File: config.mk
export PLATFORM = sky130hd
export DESIGN_NAME = phprh_top
export DESIGN_NICKNAME = d
export VERILOG_FILES = /design/src/pkg/phprh_pkg.sv /design/src/design/phprh_par_gen.sv /design/src/design/phprh_top.sv
export SDC_FILE = /design/constraint.sdc
export NUM_CORES = 1
export LEC_CHECK = 0
export BUFFER_PORTS_ARGS = -buffer_cell sky130_fd_sc_hd__buf_2
export CAP_MARGIN = 40
export CORE_ASPECT_RATIO = 1.1
export CORE_UTILIZATION = 55
export DETAILED_ROUTE_END_ITERATION = 6
export GPL_TIMING_DRIVEN = 1
export PLACE_DENSITY = 0.89
export RECOVER_POWER = 100
export SLEW_MARGIN = 20
export SYNTH_ARGS = -nofsm -noshare
export SYNTH_HDL_FRONTEND = slang
export SYNTH_SLANG_ARGS = --single-unit
File: constraint.sdc
create_clock -name clk_i -period 3.3 [get_ports clk_i]
set_input_delay 0.66 -clock clk_i [delete_from_list [all_inputs] [get_ports clk_i]]
set_output_delay 0.66 -clock clk_i [all_outputs]
set_load 0.05 [all_outputs]
File: src/pkg/phprh_pkg.sv
// constants, types and helpers shared by the handshake, parity, reset and hold block
`default_nettype none
package phprh_pkg;
    localparam int unsigned CLK_MHZ        = 100;
    localparam int unsigned RESET_HOLD_US  = 1000;
    localparam int unsigned RESET_HOLD_CYC = RESET_HOLD_US * CLK_MHZ;
    localparam int unsigned TMR_W          = 20;
    localparam int unsigned LOWCNT_W       = 24;
    localparam logic [3:0]  CMD_CFG_RD     = 4'ha;
    localparam logic [3:0]  CMD_CFG_WR     = 4'hb;

    typedef logic [TMR_W-1:0] phprh_tmr_t;

    typedef enum logic [1:0] {
        HOLD_IDLE = 2'b00,
        HOLD_REQ  = 2'b01,
        HOLD_OWN  = 2'b10,
        HOLD_PASS = 2'b11
    } phprh_hold_e;

    typedef struct packed {
        logic par;
        logic oe;
    } phprh_par_s;

    typedef struct packed {
        logic [1:0]  rst_sync;
        logic [2:0]  pg_sync;
        logic        pg_lvl;
        phprh_tmr_t  tmr;
        logic        rst_busy;
        logic        bus_rst_n;
        phprh_hold_e hold;
        logic        hold_n;
        logic        hold_oe;
        logic        granted;
        logic        irdy_n;
        logic        irdy_oe;
        logic        done;
        phprh_par_s  par;
        logic        devsel_n;
        logic        devsel_oe;
    } phprh_state_s;

    localparam phprh_state_s STATE_RST = '{
        hold:     HOLD_IDLE,
        hold_n:   1'b1,
        irdy_n:   1'b1,
        devsel_n: 1'b1,
        default:  '0
    };

    // command/byte-enable lines carry the command during the address phase
    function automatic logic is_cfg_cmd(input logic [3:0] cmd);
        is_cfg_cmd = (cmd == CMD_CFG_RD) || (cmd == CMD_CFG_WR);
    endfunction
endpackage
`default_nettype wire

File: src/design/phprh_par_gen.sv
// even parity over the 36 address/data and command lines
`default_nettype none
module phprh_par_gen (
    input  wire logic [31:0] ad_i,
    input  wire logic [3:0]  cbe_n_i,
    output logic             par_o
);
    // xor of all bits gives the bit that makes the total even
    assign par_o = ^{ad_i, cbe_n_i};
endmodule
`default_nettype wire

File: src/design/phprh_top.sv
// handshake, parity, bus reset and hold request logic on the bus clock
`default_nettype none
module phprh_top #(
    parameter int unsigned RESET_HOLD_CYC = phprh_pkg::RESET_HOLD_CYC
) (
    input  wire logic        clk_i,
    input  wire logic        rst_n_i,
    input  wire logic        power_good_i,
    input  wire logic        hard_reset_i,
    input  wire logic        bus_need_i,
    input  wire logic        passive_release_i,
    input  wire logic        bus_hold_grant_n_i,
    input  wire logic        master_active_i,
    input  wire logic        is_init_i,
    input  wire logic        is_write_i,
    input  wire logic        wdata_valid_i,
    input  wire logic        rdata_ready_i,
    input  wire logic        addr_phase_i,
    input  wire logic        idsel_i,
    input  wire logic        ad_oe_i,
    input  wire logic [31:0] ad_i,
    input  wire logic [3:0]  cbe_n_i,
    input  wire logic        bus_irdy_n_i,
    input  wire logic        bus_trdy_n_i,
    output logic             bus_reset_out_n_o,
    output logic             bus_hold_request_n_o,
    output logic             bus_hold_request_oe_o,
    output logic             bus_granted_o,
    output logic             irdy_n_o,
    output logic             irdy_oe_o,
    output logic             phase_done_o,
    output logic             par_o,
    output logic             par_oe_o,
    output logic             devsel_n_o,
    output logic             devsel_oe_o
);
    phprh_pkg::phprh_state_s q;
    phprh_pkg::phprh_state_s d;
    logic                    par_bit;
    logic                    rst_ok;
    logic                    pg_rise;
    logic                    cfg_claim;

    phprh_par_gen u_par (
        .ad_i    (ad_i),
        .cbe_n_i (cbe_n_i),
        .par_o   (par_bit)
    );

    assign rst_ok = q.rst_sync[1];

    always_comb begin
        d = q;
        pg_rise = 1'b0;
        cfg_claim = 1'b0;
        d.rst_sync = {q.rst_sync[0], 1'b1};
        // power good is a pin: three stages, level taken once last two agree
        d.pg_sync = {q.pg_sync[1:0], power_good_i};
        if (q.pg_sync[2] == q.pg_sync[1]) begin
            d.pg_lvl = q.pg_sync[2];
        end
        pg_rise = d.pg_lvl & ~q.pg_lvl;

        if (!rst_ok) begin
            // internal reset: bus reset low, hold request floated
            d.bus_rst_n = 1'b0;
            d.rst_busy = 1'b1;
            d.tmr = phprh_pkg::phprh_tmr_t'(RESET_HOLD_CYC);
            d.hold = phprh_pkg::HOLD_IDLE;
            d.hold_n = 1'b1;
            d.hold_oe = 1'b0;
            d.granted = 1'b0;
            d.irdy_n = 1'b1;
            d.irdy_oe = 1'b0;
            d.done = 1'b0;
            d.par = '0;
            d.devsel_n = 1'b1;
            d.devsel_oe = 1'b0;
        end else begin
            // bus reset timer; a new request reloads it even mid-count
            if (!d.pg_lvl || pg_rise || hard_reset_i) begin
                d.tmr = phprh_pkg::phprh_tmr_t'(RESET_HOLD_CYC);
                d.rst_busy = 1'b1;
            end else if (q.tmr != '0) begin
                d.tmr = q.tmr - phprh_pkg::phprh_tmr_t'(1);
            end else begin
                d.rst_busy = 1'b0;
            end
            d.bus_rst_n = d.pg_lvl & ~d.rst_busy;

            // hold request towards the arbiter
            d.hold_oe = 1'b1;
            case (q.hold)
                phprh_pkg::HOLD_IDLE: begin
                    if (bus_need_i) begin
                        d.hold = phprh_pkg::HOLD_REQ;
                    end
                end
                phprh_pkg::HOLD_REQ: begin
                    if (!bus_need_i) begin
                        d.hold = phprh_pkg::HOLD_IDLE;
                    end else if (!bus_hold_grant_n_i) begin
                        d.hold = phprh_pkg::HOLD_OWN;
                    end
                end
                phprh_pkg::HOLD_OWN: begin
                    // grant is not rechecked: arbiter keeps it while we request
                    if (!bus_need_i) begin
                        d.hold = phprh_pkg::HOLD_IDLE;
                    end else if (passive_release_i) begin
                        d.hold = phprh_pkg::HOLD_PASS;
                    end
                end
                phprh_pkg::HOLD_PASS: begin
                    // one clock high, then request again if still needed
                    d.hold = bus_need_i ? phprh_pkg::HOLD_REQ : phprh_pkg::HOLD_IDLE;
                end
                default: begin
                    d.hold = phprh_pkg::HOLD_IDLE;
                end
            endcase
            d.hold_n = ~((d.hold == phprh_pkg::HOLD_REQ) || (d.hold == phprh_pkg::HOLD_OWN));
            d.granted = (d.hold == phprh_pkg::HOLD_OWN);

            // initiator ready: driven only in a master transfer
            d.irdy_oe = master_active_i;
            d.irdy_n = ~(master_active_i & (is_write_i ? wdata_valid_i : rdata_ready_i));

            // both ready lines low at this edge completes the phase
            d.done = ~bus_irdy_n_i & ~bus_trdy_n_i;

            // parity follows the lines one clock behind, only in the allowed cases
            d.par.par = par_bit;
            d.par.oe = ad_oe_i & (addr_phase_i ? is_init_i : (is_init_i == is_write_i));

            // configuration claim: devsel low the clock after the address phase
            cfg_claim = addr_phase_i & idsel_i & ~is_init_i & phprh_pkg::is_cfg_cmd(cbe_n_i);
            if (cfg_claim) begin
                d.devsel_n = 1'b0;
                d.devsel_oe = 1'b1;
            end else if (!q.devsel_n && d.done) begin
                // limitation: released on first completed phase, single-phase config only
                d.devsel_n = 1'b1;
                d.devsel_oe = 1'b0;
            end
        end
    end

    // async clear on the raw pin drives bus reset low at once, off the clock
    always_ff @(posedge clk_i or negedge rst_n_i) begin
        if (!rst_n_i) begin
            q <= phprh_pkg::STATE_RST;
        end else begin
            q <= d;
        end
    end

    assign bus_reset_out_n_o = q.bus_rst_n;
    assign bus_hold_request_n_o = q.hold_n;
    assign bus_hold_request_oe_o = q.hold_oe;
    assign bus_granted_o = q.granted;
    assign irdy_n_o = q.irdy_n;
    assign irdy_oe_o = q.irdy_oe;
    assign phase_done_o = q.done;
    assign par_o = q.par.par;
    assign par_oe_o = q.par.oe;
    assign devsel_n_o = q.devsel_n;
    assign devsel_oe_o = q.devsel_oe;

    // helper: length of the current bus reset low period
    logic [phprh_pkg::LOWCNT_W-1:0] low_cnt_q;
    always_ff @(posedge clk_i or negedge rst_n_i) begin
        if (!rst_n_i) begin
            low_cnt_q <= '0;
        end else if (q.bus_rst_n) begin
            low_cnt_q <= '0;
        end else if (low_cnt_q != '1) begin
            low_cnt_q <= low_cnt_q + phprh_pkg::LOWCNT_W'(1);
        end
    end
endmodule
`default_nettype wire

# == Word-level counts from Yosys, hierarchy flattened ==
# Cells that the tools add are included.
# word_totals
ff_bits,40
latchBits,0
ram_bits,0
rom_bits,0
input_bits,53
output_inout_bits,11
word_cells,72
memories,0
# classes
n_addsub,1
mul,0
div_mod_pow,0
n_lt_le_gt_ge,0
n_eq_ne,11
shift,0
muxes,18
bitwise_logic,15
n_reduce_logical,10
# op_table
operator,count
$mux 21,2
$reduce_xor 36->1,1
$mux 34,1
$mux 20,1
$reduce_bool 20->1,1
$sub 20x1->20 const B,1
$mux 2,8
$and 1x1->1,8
$eq 4x4->1 const B,2
$pmux 2 s4,1
$not 1->1,7
$eq 2x2->1 const B,3
$ne 3x1->1 const B,2
$mux 1,5
$eq 2x1->1 const B,2
$logic_or 1x1->1,4
$eq 1x1->1,2
$logic_not 1->1,2
$logic_not 2->1,1
$logic_and 1x1->1,1

# == Longest topological paths before layout ==
# logic_depth
depth_word,10
depth_mapped,7
depth_no_buf,7

# == Modules after synthesis ==
# From an unflattened synthesis, not the netlist that was laid out.
# unflattened
cells_unflattened,208
area_unflattened_um2,2167.1
# modules_own_cells
module,instances,cells_each,area_per_inst_um2,seq_area_each_um2
phprh_top,1,174,1855.5,1004.7
phprh_par_gen,1,34,311.5,0.0

# == Worst setup path after synthesis ==
# Ideal clock, no wire load.
# synth_path
kind,input to register
from,input cbe_n_i[0]
to,"register q, in the netlist par_o"
setup_ns,0.123
t_arrival_ns,1.903
t_required_ns,3.177
setup_slack_ns,1.274
cell_stages,7
n_path_buf,0
cell_sequence,inv_1 > ha_1 > xnor2_1 > xnor2_1 > xnor2_1 > xnor3_1 > mux2i_1
# synth_rtl
element,line,rtl
start: declaration,phprh_top.sv:22,"input wire logic [3:0] cbe_n_i,"
end signal: assignment,phprh_top.sv:152,q <= phprh_pkg::STATE_RST;
end: declaration,phprh_top.sv:37,phprh_pkg::phprh_state_s q;

# == Worst setup path after layout ==
# layout_path
from,register q[30] (netlist bit)
to,register q[19] (netlist bit)
# layout_between
elab_chain_len,2
# layout_rtl
element,line,rtl
$reduce_bool 20->1,phprh_top.sv:84,end else if (q.tmr != '0) begin
$ne 3x1->1 (no line),n/a,
# No other way between the ends.
# A chain may end at the register's enable or synchronous reset.

==> out/results.ini <==
[logic_synthesis]
ys_ff_latch=40
synth_nets=271
synthAdderAreaFrac_pct=3.421
synth_top_family_by_area=simple AND/OR/NAND/NOR gates
netlist_area_mm2=0.002195
synth.area.top_cells=dfrtp_1 42%, xnor2_1 11%, dfstp_2 3.6%
yosys.area_share.simple_pct=19.61
netlist_instances=212
yosysSeqAreaShare_pct=45.78
synth-xor-area-share_pct=15.62
synthMuxAreaShare_pct=2.851
synth-compound-area-share_pct=10.49
synth.avg_cell_area_um2=10.35
yosys.area.top_type_share_pct=42.19
synth_top_area_cell=dfrtp_1
netlist-cell-type-count=41
yosys_warnings=0

[detailed_routing]
vias_per_cell=5.327
ant_nets=0
num_vias=1774
route.detailed.drc=0
firstDrtPassIters=4
first_iter_violations=106
wl_um=4351
wl_per_cell_um=13.07

[worst_setup_path]
crit_arrival_ns=2.60
cp_max_fo=8
worstPathRequired_ns=3.45
start_kind=flop
criticalPathCategory=reg2reg
end_kind=flop

[sta]
setup_ws_ns=0.8569
slew_viol_final=0
min_period_ns=2.443
slew_headroom_pct=19.72
fin_crit_sh_pct=74.03
holdWs_ns=0.3566
hold_viol_final=0
grt_setup_unrepaired=false
fmax_mhz=409.3
fin_tns_setup_ns=0
fin_skew_ns=0.004013
worst_pin_slew_ns=1.204
setup_viol=0

[floorplanning]
core_area_mm2=0.003741
fp-row-count=23
chipHeight_um=68.25
start_util_pct=58.66
die_x_um=62.23
io_pins=64
die_area_mm2=0.004247

[power]
total_power_mw=1.139
powerDensity_mw_per_mm2=435.5
ir_drop_v=0.0002810
p_leak_nw=1.161

[clocking]
cts.sinks=40
htree_levels=2
cts_tree=built
cts_root_buf=clkbuf_8
cts_resized=0
worst_skew_pair.late_latency_ns=0.30
postCtsHoldBufs=0
post-cts-setup-buffers=0
path_clk_slew_ns=0.08
clk_path_buf_depth=2
numCtsBuffers=5

[cells_and_area]
antenna_cells=0
final_common_cell=buf_2
final_area_mm2=0.002615
final_cell_mix=51 x buf_2, 37 x dfrtp_1, 28 x xnor2_1
area_growth_pct=19.16
fin_nets=341
final_util_pct=69.90
layout.cells.non_filler=333
layout-drive-gt1-share_pct=23.67

[placed_design]
placed_area_mm2=0.002590
gp_congestion=0.8953
io_buffer_count=63
dp.cells=325
dp_slack_ns=1.102
dpl.hpwl_um=3377

[global_routing]
grt_overflow=0
antenna_found_initial=0
grt_usage_pct=22.28
grt_pass1_vias=1672
grt_max_degree=25
grt_pass1_wl_um=7155

[outcome]
status=complete, no violations

[run]
max-cap-violations=0

[hold_path]
hp-class=reg2reg

-- final timing paths --
| kind | start | end | slack (ns) | cells past startpoint |
|---|---|---|---|---|
| max in group asynchronous | rst_n_i | q[39]$_DFF_PN0_ | 1.29 | 2 |
| min | d[36]$_DFF_PN0_ | d[37]$_DFF_PN0_ | 0.36 | 0 |
| min reg2reg | d[36]$_DFF_PN0_ | d[37]$_DFF_PN0_ | 0.36 | 0 |
| max reg2reg | q[30]$_DFFE_PN0P_ | q[19]$_DFFE_PN0P_ | 0.86 | 5 |
| max | q[30]$_DFFE_PN0P_ | q[19]$_DFFE_PN0P_ | 0.86 | 5 |
| min in group asynchronous | rst_n_i | q[30]$_DFFE_PN0P_ | 0.44 | 1 |
-- synth_stat cells --
master    instances
dfrtp_1          37
xnor2_1          28
nor2_1           18
nand2_1          14
or3_1            10
inv_1             8
nand3_1           8
o21ai_0           8
a21oi_1           7
nor3_1            7
ha_1              6
xor2_1            6
nand2b_1          5
mux2i_1           4
nor2b_1           4
and2_1            3
and3_1            3
dfstp_2           3
o31ai_1           3
or4_1             3
mux2_2            2
nor4_1            2
o21a_1            2
o31ai_4           2
or2_2             2
xnor3_1           2
a211oi_1          1
a21o_1            1
a31oi_1           1
buf_6             1
clkbuf_1          1
conb_1            1
nor3b_1           1
nor4_2            1
o2111a_1          1
o211a_1           1
o22ai_1           1
o311ai_0          1
o31a_1            1
o41ai_1           1
or3_4             1
-- state kept, by name, indices dropped and copies added (netlist names) --
| register | count |
|---|---|
| q | 26 |
| bus_reset_out_n_o | 1 |
| irdy_oe_o | 1 |
| devsel_oe_o | 1 |
| irdy_n_o | 1 |
| d | 3 |
| bus_granted_o | 1 |
| phase_done_o | 1 |
| devsel_n_o | 1 |
| bus_hold_request_oe_o | 1 |
| par_o | 1 |
| par_oe_o | 1 |
| bus_hold_request_n_o | 1 |
-- report_power, final --
group          total [mW]  switching [mW]  internal, mW
registers           0.522          0.0123         0.510
clock network       0.345           0.176         0.169
logic               0.272           0.140         0.131
-- layer usage --
metal,routed length (um),up-vias,part of all wire (%),GRT usage [%]
li1,-,873,-,-
met1,1779,839,41,25.11
met2,2275,53,52,40.38
met5,0,-,0,0
met4,77,0,1.8,9.593
met3,219,9,5.0,6.167
-- cells by family after synthesis --
| kind of cell | after synthesis |
|---|---|
| other cells | 1 |
| buf+inv | 10 |
| mux | 6 |
| xor+xnor | 36 |
| simple gates | 82 |
| fa+ha+maj | 6 |
| flops | 40 |
| compound gates | 31 |
-- final cells by class --
| cell class | count | area (um^2) |
|---|---|---|
| Multi-Input combinational cell | 162 | 1112 |
| Tap cell | 50 | 62.56 |
| Sequential cell | 40 | 1005 |
| Fill cell | 287 | 1126 |
| Timing Repair Buffer | 65 | 307.8 |
| Inverter | 8 | 30.03 |
| Clock buffer | 6 | 82.58 |
| Clock inverter | 2 | 15.01 |
-- critical path, cell delays in order, from the launching register on --
cell and delay [ns]:
dfrtp_1 0.40, or3_1 0.40, or3_1 0.43, o31ai_1 0.79, or4_1 0.21, nand3_1 0.07
Note: power is estimated with default switching activity, not from simulation.
